File: config.mk
export PLATFORM = sky130hd
export DESIGN_NAME = acf_cell_formatter
export DESIGN_NICKNAME = d
export VERILOG_FILES = /design/src/verilog/acf_pkg.sv /design/src/verilog/acf_cell_formatter.sv
export SDC_FILE = /design/constraint.sdc
export NUM_CORES = 1
export LEC_CHECK = 0
export ABC_AREA = 1
export CORE_UTILIZATION = 60
export CTS_BUF_LIST = sky130_fd_sc_hd__clkbuf_8
export CTS_CLUSTER_DIAMETER = 50
export DETAILED_ROUTE_END_ITERATION = 16
export DONT_BUFFER_PORTS = 1
export GPL_TIMING_DRIVEN = 0
export PLACE_DENSITY = 0.86
export SETUP_SLACK_MARGIN = 0.5
export SLEW_MARGIN = 20
export SYNTH_ARGS = -nofsm -noshare
export SYNTH_HDL_FRONTEND = slang
export SYNTH_SLANG_ARGS = --single-unit
File: constraint.sdc
create_clock -name mclk -period 6.45 [get_ports mclk]
set_input_delay 0.645 -clock mclk [delete_from_list [all_inputs] [get_ports mclk]]
set_output_delay 0.645 -clock mclk [all_outputs]
set_load 0.005 [all_outputs]
File: src/verilog/acf_pkg.sv
// Package for the cell header formatter: cell geometry, header layout, check code constants
package acf_pkg;
  localparam int unsigned CELL_BYTES    = 53;
  localparam int unsigned HDR_BYTES     = 5;
  localparam int unsigned PAYLOAD_BYTES = 48;
  localparam int unsigned HDR_CHECK_IDX = 4;
  localparam logic [7:0]  HEC_POLY      = 8'h07;
  localparam logic [7:0]  HEC_COSET     = 8'h55;
  localparam logic [7:0]  HEC_INIT      = 8'h00;
  localparam int unsigned GFC_LSB       = 28;
  localparam int unsigned VPI_LSB       = 20;
  localparam int unsigned VCI_LSB       = 4;
  localparam int unsigned PT_LSB        = 1;
  localparam int unsigned LOSS_LSB      = 0;
  localparam logic [5:0]  IDX_RESET     = 6'h00;

  typedef struct packed {
    logic        nni;
    logic [11:0] vpi;
    logic [3:0]  gfc;
    logic [15:0] vci;
    logic [2:0]  ptype;
    logic        lossPri;
  } acf_hdr_t;

  typedef struct packed {
    logic       valid;
    logic       first;
    logic       last;
    logic [7:0] data;
  } acf_beat_t;
endpackage : acf_pkg
File: src/verilog/acf_cell_formatter.sv
// Cell header formatter: builds five-byte headers plus 48-byte payload, and parses incoming cells
// How it works
// - Every cell is 53 bytes, five header bytes then 48 payload bytes.
// - User-network format puts flow-control value in upper nibble of byte one.
// - Network-network format puts extra path bits in upper nibble of byte one.
// - Next 24 bits hold path identifier then 16-bit channel identifier.
// - Three bits after channel identifier carry the payload type code.
// - Lowest bit of byte four is the loss-priority flag, 1 means discardable.
// - Byte five is a check code over header bytes one to four.
// - Check code judges the header only, never the payload.
// - Payload follows check byte at once, supplied by adaptation source.
// - Check byte is CRC-8 x8+x2+x+1, plus x6+x4+x2+1 when coset on.
// - User format fields: 4 flow, 8 path, 16 channel, 3 type, 1 priority.
// - Network format path identifier is 12 bits: byte one and high nibble of byte two.
`timescale 1ns/10ps
`default_nettype none
module acf_cell_formatter
  import acf_pkg::*;
(
  input  wire logic       mclk,
  input  wire logic       reset,
  input  wire logic       cosetOn,
  input  wire acf_hdr_t   txHdr,
  input  wire logic [7:0] txPayload,
  input  wire logic       txPayloadValid,
  output logic            txPayloadReady,
  output acf_beat_t       txOut,
  input  wire logic       txOutReady,
  input  wire acf_beat_t  rxIn,
  output logic            rxInReady,
  output acf_hdr_t        rxHdr,
  output logic            rxHdrValid,
  output logic            rxHdrError,
  output acf_beat_t       rxPayload
);

  function automatic logic [7:0] crcByte(input logic [7:0] crc, input logic [7:0] din);
    logic [7:0] c;
    c = crc ^ din;
    for (int i = 0; i < 8; i++) begin
      c = c[7] ? ((c << 1) ^ HEC_POLY) : (c << 1);
    end
    return c;
  endfunction

  function automatic logic [31:0] packHdr(input acf_hdr_t h);
    logic [31:0] w;
    w = '0;
    w[GFC_LSB +: 4]  = h.nni ? h.vpi[11:8] : h.gfc;
    w[VPI_LSB +: 8]  = h.vpi[7:0];
    w[VCI_LSB +: 16] = h.vci;
    w[PT_LSB +: 3]   = h.ptype;
    w[LOSS_LSB]      = h.lossPri;
    return w;
  endfunction

  function automatic logic [7:0] hecOf(input logic [31:0] w, input logic coset);
    logic [7:0] c;
    c = HEC_INIT;
    for (int b = 3; b >= 0; b--) begin
      c = crcByte(c, w[b*8 +: 8]);
    end
    return coset ? (c ^ HEC_COSET) : c;
  endfunction

  localparam logic [5:0] LAST_IDX = 6'(CELL_BYTES - 1);
  localparam logic [5:0] HEC_IDX  = 6'(HDR_CHECK_IDX);

  // Transmit side
  logic [5:0]  txIdx_reg, txIdx_next;
  logic [31:0] txWord_reg, txWord_next;
  logic        txCoset_reg, txCoset_next;
  acf_beat_t   txOut_reg, txOut_next;
  logic        txPayloadReady_reg;
  logic        txSlot;
  logic [7:0]  txByte;
  logic        txHave;

  // Header is latched at cell start so a mid-cell change cannot tear the header
  always_comb begin
    txWord_next  = txWord_reg;
    txCoset_next = txCoset_reg;
    txIdx_next   = txIdx_reg;
    txOut_next   = txOut_reg;
    txSlot       = !txOut_reg.valid || txOutReady;
    txHave       = 1'b0;
    txByte       = 8'h00;
    if (txIdx_reg == IDX_RESET) begin
      txWord_next  = packHdr(txHdr);
      txCoset_next = cosetOn;
    end
    if (txIdx_reg < HEC_IDX) begin
      txByte = (txIdx_reg == IDX_RESET) ? txWord_next[31:24] : txWord_reg[(3 - txIdx_reg) * 8 +: 8];
      txHave = 1'b1;
    end else if (txIdx_reg == HEC_IDX) begin
      txByte = hecOf(txWord_reg, txCoset_reg);
      txHave = 1'b1;
    end else begin
      txByte = txPayload;
      txHave = txPayloadValid;
    end
    if (txSlot) begin
      txOut_next.valid = txHave;
      txOut_next.data  = txByte;
      txOut_next.first = txIdx_reg == IDX_RESET;
      txOut_next.last  = txIdx_reg == LAST_IDX;
      if (txHave) begin
        txIdx_next = (txIdx_reg == LAST_IDX) ? IDX_RESET : txIdx_reg + 6'h01;
      end
    end
  end

  always_ff @(posedge mclk or posedge reset) begin
    if (reset) begin
      txIdx_reg          <= IDX_RESET;
      txWord_reg         <= 32'h0000_0000;
      txCoset_reg        <= 1'b0;
      txOut_reg          <= '0;
      txPayloadReady_reg <= 1'b0;
    end else begin
      txIdx_reg          <= txIdx_next;
      txWord_reg         <= txWord_next;
      txCoset_reg        <= txCoset_next;
      txOut_reg          <= txOut_next;
      txPayloadReady_reg <= 1'b1;
    end
  end

  // Payload ready is combinational by nature; registered gate plus slot keeps handshake exact
  assign txPayloadReady = txPayloadReady_reg && txSlot && (txIdx_reg > HEC_IDX);
  assign txOut          = txOut_reg;

  // Header bytes as they left the pins, so the check byte is judged against what was really sent
  logic [31:0] txSeen_reg, txSeen_next;

  always_comb begin
    txSeen_next = txSeen_reg;
    if (txOut_reg.valid && txOutReady && txIdx_reg != IDX_RESET && txIdx_reg <= HEC_IDX) begin
      txSeen_next = {txSeen_reg[23:0], txOut_reg.data};
    end
  end

  always_ff @(posedge mclk or posedge reset) begin
    if (reset) begin
      txSeen_reg <= 32'h0000_0000;
    end else begin
      txSeen_reg <= txSeen_next;
    end
  end

  // Receive side
  logic [5:0]  rxIdx_reg, rxIdx_next;
  logic [31:0] rxWord_reg, rxWord_next;
  acf_hdr_t    rxHdr_reg, rxHdr_next;
  logic        rxHdrValid_reg, rxHdrValid_next;
  logic        rxHdrError_reg, rxHdrError_next;
  acf_beat_t   rxPay_reg, rxPay_next;
  logic        rxInReady_reg;

  // Header check only flags the header; payload passes untouched either way
  always_comb begin
    rxIdx_next      = rxIdx_reg;
    rxWord_next     = rxWord_reg;
    rxHdr_next      = rxHdr_reg;
    rxHdrValid_next = 1'b0;
    rxHdrError_next = rxHdrError_reg;
    rxPay_next      = '0;
    if (rxIn.valid) begin
      rxIdx_next = (rxIdx_reg == LAST_IDX) ? IDX_RESET : rxIdx_reg + 6'h01;
      if (rxIdx_reg < HEC_IDX) begin
        rxWord_next = {rxWord_reg[23:0], rxIn.data};
      end else if (rxIdx_reg == HEC_IDX) begin
        rxHdr_next.nni     = 1'b0; // Format is not on the line; the sink reads gfc or vpi as it needs
        rxHdr_next.gfc     = rxWord_reg[GFC_LSB +: 4];
        rxHdr_next.vpi     = {rxWord_reg[GFC_LSB +: 4], rxWord_reg[VPI_LSB +: 8]};
        rxHdr_next.vci     = rxWord_reg[VCI_LSB +: 16];
        rxHdr_next.ptype   = rxWord_reg[PT_LSB +: 3];
        rxHdr_next.lossPri = rxWord_reg[LOSS_LSB];
        rxHdrError_next    = rxIn.data != hecOf(rxWord_reg, cosetOn);
        rxHdrValid_next    = 1'b1;
      end else begin
        rxPay_next.valid = 1'b1;
        rxPay_next.data  = rxIn.data;
        rxPay_next.first = rxIdx_reg == HEC_IDX + 6'h01;
        rxPay_next.last  = rxIdx_reg == LAST_IDX;
      end
    end
  end

  always_ff @(posedge mclk or posedge reset) begin
    if (reset) begin
      rxIdx_reg      <= IDX_RESET;
      rxWord_reg     <= 32'h0000_0000;
      rxHdr_reg      <= '0;
      rxHdrValid_reg <= 1'b0;
      rxHdrError_reg <= 1'b0;
      rxPay_reg      <= '0;
      rxInReady_reg  <= 1'b0;
    end else begin
      rxIdx_reg      <= rxIdx_next;
      rxWord_reg     <= rxWord_next;
      rxHdr_reg      <= rxHdr_next;
      rxHdrValid_reg <= rxHdrValid_next;
      rxHdrError_reg <= rxHdrError_next;
      rxPay_reg      <= rxPay_next;
      rxInReady_reg  <= 1'b1;
    end
  end

  // Receive never stalls: the sink must take one byte a cycle
  assign rxInReady  = rxInReady_reg;
  assign rxHdr      = rxHdr_reg;
  assign rxHdrValid = rxHdrValid_reg;
  assign rxHdrError = rxHdrError_reg;
  assign rxPayload  = rxPay_reg;

  a_tx_cell_len: assert property (@(posedge mclk) disable iff (reset)
    (txOut.valid && txOutReady && txOut.last) |-> txIdx_reg == IDX_RESET)
    else $error("cell length wrong");
  a_tx_first_hdr: assert property (@(posedge mclk) disable iff (reset)
    (txOut.valid && txOut.first) |-> txIdx_reg == 6'h01)
    else $error("cell start misplaced");
  a_tx_hec_byte: assert property (@(posedge mclk) disable iff (reset)
    (txOut.valid && txIdx_reg == HEC_IDX + 6'h01) |-> txOut.data == hecOf(txSeen_reg, txCoset_reg))
    else $error("check byte wrong");
  a_tx_hold: assert property (@(posedge mclk) disable iff (reset)
    (txOut.valid && !txOutReady) |=> $stable(txOut))
    else $error("output changed under stall");
  a_rx_hdr_pulse: assert property (@(posedge mclk) disable iff (reset)
    rxHdrValid |=> !rxHdrValid)
    else $error("header valid not a pulse");
  a_rx_payload_after: assert property (@(posedge mclk) disable iff (reset)
    (rxHdrValid && rxIn.valid) |=> rxPayload.first)
    else $error("payload not right after check");
  a_rx_err_stable: assert property (@(posedge mclk) disable iff (reset)
    rxPayload.valid |-> $stable(rxHdrError))
    else $error("payload touched header error");
  a_rx_vci: assert property (@(posedge mclk) disable iff (reset)
    rxHdrValid |-> rxHdr.vci == $past(rxWord_reg[VCI_LSB +: 16]))
    else $error("channel field wrong");

endmodule : acf_cell_formatter
`default_nettype wire

==> results summary <==
The total half-perimeter wirelength after legalization and detailed placement came out at 17700 um. The slowest stage cell on the critical path is sky130_fd_sc_hd__dfrtp_1. The synthesized design contains 134 register bits.

The H-tree generated during clock tree synthesis spans 4 levels. The final cell utilization of the core came out at around two thirds. The share of the synthesized area in compound gates (AO/OA/AOI/OAI) came out at a little under a tenth. The maximum number of pins on one net before global-route repair is 96. The overall overflow remaining after global route is 0.

In this run the tool buffered the top-level ports with 0 buffer cells. For this run, the slowest stage of the critical path takes 470 ps. The number of endpoints failing setup at the final stage is 0. The core region area is 14000 um^2.

Global routing consumed, over all layers together, between 30% and 40% of the routing resources. The later pin in the worst-skew pair is clocked with a latency of 460 ps. The synthesized design spends more area on one cell type than any other, namely sky130_fd_sc_hd__dfrtp_1.

The post-detailed-route count of antenna-violating nets came out at 0. Of the total synthesized cell area, the portion taken by AND, OR, NAND and NOR gates is 38.7%. The worst setup path is launched from a flop.

The number of rows created at floorplan came out at 43. The via count of the first global-routing pass is 7880. The count of max-cap constraint violations is 0. The worst setup path is captured at a primary output.

The initial antenna violation count is 0. For this run, the number of Yosys warnings is 0. The total via count in the routed design came out at 8205.

The number of stages on the worst hold path is 2. CTS placed an instance of sky130_fd_sc_hd__clkbuf_8 at the clock tree root. The die is 123 um tall. In this run, synthesis inferred 0 flip-flops with an integrated enable. The final count of hold timing violations is 0.

The worst setup skew after layout came out at 17.8 ps. The average instance area after synthesis is 7.00 um^2. The starting density of the core came out at 62.4%.

Clock tree synthesis inserted a total of 17 buffers. The die boundary width is 123 um. Measured in cells, the most critical reg-to-reg path has a length of 12. Traced cell by cell, the critical path runs through inv_1 -> clkbuf_1 -> ha_1 -> nand2_1 -> nor2_1 -> nor2_1 -> inv_1 -> nor2_1.

The worst setup path is of the flop to primary output kind. After detailed routing, the number of vias per cell comes to roughly 5.6. The share of the yosys chip area belonging to registers came out at 38.3%. The largest family of logic cells by synthesized area is simple AND/OR/NAND/NOR gates. The kind of cell with the highest combined delay along the critical path is simple AND/OR/NAND/NOR gates. The fraction of the mapped netlist area in adder cells is 1.28%. The first detailed-routing pass took 7 iterations. In this run the worst hold path is classified as input pin to flop. At the end of routability-driven placement, the weighted congestion stood at approximately 0.96. The number of remaining DRC errors is 0. The share of flip-flops with an asynchronous set or reset after synthesis is 100%. After synthesis, the netlist uses 41 different library cells. The tightest slew margin relative to the limit came out at 43.9%. The required arrival time at the worst endpoint came out at about 5800 ps. The number of buffers on the longest clock path came out at 2. The post-layout net count came out at 1343. The setup TNS after final layout is 0 ps. The antenna diode count is 0.

The cell count after synthesis is 1252. The total wire length after detailed routing came out at 23100 um. At the placement stage, the worst setup path has a slack of 3510 ps. The net count after synthesis is 1322. Ranked by total cell area, the synthesized netlist is headed by sky130_fd_sc_hd__dfrtp_1 (38%), sky130_fd_sc_hd__nand2_1 (19%), sky130_fd_sc_hd__nand3_1 (7.7%). The die footprint came out at between 15000 and 20000 um^2. The routed wirelength normalized by instance count came out at 15.8 um. The global-route wire length before repair is 37900 um.

The post-synthesis to final-layout area growth is 7.52%. The buffering stage count on the worst path with inverters included is 3. For this run, the leading register cell type out of synthesis is sky130_fd_sc_hd__dfrtp_1. TritonCTS built the clock tree. The final hold slack came out at approximately 300 ps. The number of clock sinks is 134. The number of DRC markers in iteration 0 came out at slightly below 700. The share of Yosys cell area claimed by the top area cell type came out at 38.3%. After filler insertion, the fill cell instance count of the layout stands at between 1000 and 1500. The most frequent cell on the critical path is sky130_fd_sc_hd__nor2_1.

The flow ran to the end, and the final reports show no timing, DRC or antenna violations. Of the cells placed in the final design, the portion with a size suffix greater than 1 is 13.1%. The time the worst path needs with I/O delays and setup came out at 3220 ps. Data on the critical path arrives at its endpoint at ~2600 ps.

The post-synthesis mux area share came out at less than 1%. Setup repair after global routing left no endpoint under its margin. The synthesized cell area came out at 8760 um^2. The total I/O pin count is between 100 and 150. The ratio of final minimum period to clock period came out at 49.9%. The fraction of synthesized cell area in xor and xnor cells came out at 3.51%.

The final worst setup slack came out at between 3000 and 4000 ps. Counting buffers and inverters, the worst setup path is 8 cells deep. In this run the worst path has a maximum fanout of 10. The actual slew at the worst max-slew pin is 834 ps. In this run the post-CTS setup repair buffer count came out at 0.

Based on the critical path, the design can be clocked at up to 311 MHz. Clock-pin slew was measured on the worst setup and hold paths at 90 ps. The max-slew violation total from the final report came to 0.
## cells in the mapped netlist (all sizes together), types with 2 or more instances
| master | count |
|---|---|
| xor2 | 18 |
| ha | 9 |
| conb | 2 |
| nand4 | 3 |
| nor4 | 3 |
| o21ai | 118 |
| dfrtp | 134 |
| o22ai | 2 |
| a21oi | 32 |
| nand2 | 505 |
| nor2 | 56 |
| clkinv | 3 |
| nand3b | 5 |
| o211ai | 2 |
| or2 | 2 |
| inv | 137 |
| mux2 | 4 |
| clkbuf | 26 |
| xnor2 | 12 |
| nand3 | 151 |
| nor3 | 6 |
| a211oi | 6 |
| nor3b | 3 |
| buf | 10 |
## placed cells by master (no fill, tap or decap), types with 2 or more instances in the layout
master,netlist,routed
sky130_fd_sc_hd__a211oi_1,6,6
sky130_fd_sc_hd__a21oi_1,32,32
sky130_fd_sc_hd__buf_4,8,8
sky130_fd_sc_hd__clkbuf_1,26,26
sky130_fd_sc_hd__clkbuf_8,0,18
sky130_fd_sc_hd__clkinv_1,2,2
sky130_fd_sc_hd__clkinv_4,1,5
sky130_fd_sc_hd__conb_1,2,2
sky130_fd_sc_hd__dfrtp_1,134,134
sky130_fd_sc_hd__ha_1,9,9
sky130_fd_sc_hd__inv_1,111,111
sky130_fd_sc_hd__inv_2,26,26
sky130_fd_sc_hd__inv_6,0,3
sky130_fd_sc_hd__inv_8,0,4
sky130_fd_sc_hd__mux2_2,4,4
sky130_fd_sc_hd__nand2_1,437,437
sky130_fd_sc_hd__nand2_2,50,50
sky130_fd_sc_hd__nand2_4,17,17
sky130_fd_sc_hd__nand3_1,135,135
sky130_fd_sc_hd__nand3_2,14,14
sky130_fd_sc_hd__nand3_4,2,2
sky130_fd_sc_hd__nand3b_1,3,3
sky130_fd_sc_hd__nand3b_2,2,2
sky130_fd_sc_hd__nand4_1,3,3
sky130_fd_sc_hd__nor2_1,54,54
sky130_fd_sc_hd__nor2_4,2,2
sky130_fd_sc_hd__nor3_1,6,6
sky130_fd_sc_hd__nor3b_1,3,3
sky130_fd_sc_hd__nor4_1,3,3
sky130_fd_sc_hd__o211ai_1,2,2
sky130_fd_sc_hd__o21ai_0,118,118
sky130_fd_sc_hd__o22ai_1,2,2
sky130_fd_sc_hd__xnor2_1,8,8
sky130_fd_sc_hd__xnor2_2,4,4
sky130_fd_sc_hd__xor2_1,16,16
sky130_fd_sc_hd__xor2_2,2,2
## what timing repair did
action,in CTS,in global routing
hold buffers,1,0
endpoints found under the hold margin,18,0
setup endpoints to repair,0,0
resized for setup,0,0
## area by class of cell
| cell class | count | area [um^2] | share of cell area (%) |
|---|---|---|---|
| clock inverter | 14 | 141 | 1.50 |
| sequential | 134 | 3350 | 35.6 |
| multi-input combinational | 942 | 4710 | 49.9 |
| buffer | 36 | 174 | 1.85 |
| clock buffer | 18 | 248 | 2.63 |
| timing repair buffer | 2 | 37.5 | 0.398 |
| tap | 180 | 225 | 2.39 |
| inverter | 140 | 538 | 5.71 |
## kinds of logic (layout without fill, tap and decap cells)
group	count (synthesis)	after routing
mux	4	4
buf+inv	176	210
compound gates	162	162
simple gates	735	735
flops	134	134
xor+xnor	30	30
other cells	2	2
fa+ha+maj	9	9
## final timing paths
path | startpoint | endpoint | slack, ps
max in group asynchronous | reset | txWord_reg[15] | 5020
min in group asynchronous | reset | rxIdx_reg[3] | 660
min | txHdr[7] | txWord_reg[7] | 300
max reg2reg | txIdx_reg[1] | txIdx_reg[5] | 3370
max | txIdx_reg[1] | txPayloadReady | 3230
min reg2reg | rxWord_reg[13] | rxWord_reg[13] | 520
## worst register-to-register path: cells and delay by family (launching register included)
family | cells | cell delay (ps)
AO/OA/AOI/OAI | 2 | 340
adder cells (fa/ha/maj) | 1 | 270
flip-flops | 1 | 470
buffers and inverters | 3 | 640
AND/OR/NAND/NOR | 6 | 1290
## layer usage
layer / GRT usage (%) / vias up / routed length (um)
met3: 7.76 / 82 / 1570
met2: 55.1 / 296 / 11200
li1: - / 4029 / -
met5: 0 / - / 0
met1: 39.5 / 3798 / 9340
met4: 16.1 / 0 / 1020
## metrics by stage
stage,cells,instance area (um^2)
floorplan,1252,8760
global placement,1432,8990
detailed placement,1433,9020
CTS,1466,9420
global route,1466,9420
finish,1466,9420
Power is not shown: default switching activity piles up to over one toggle a cycle in this logic, so the estimate is an artifact.
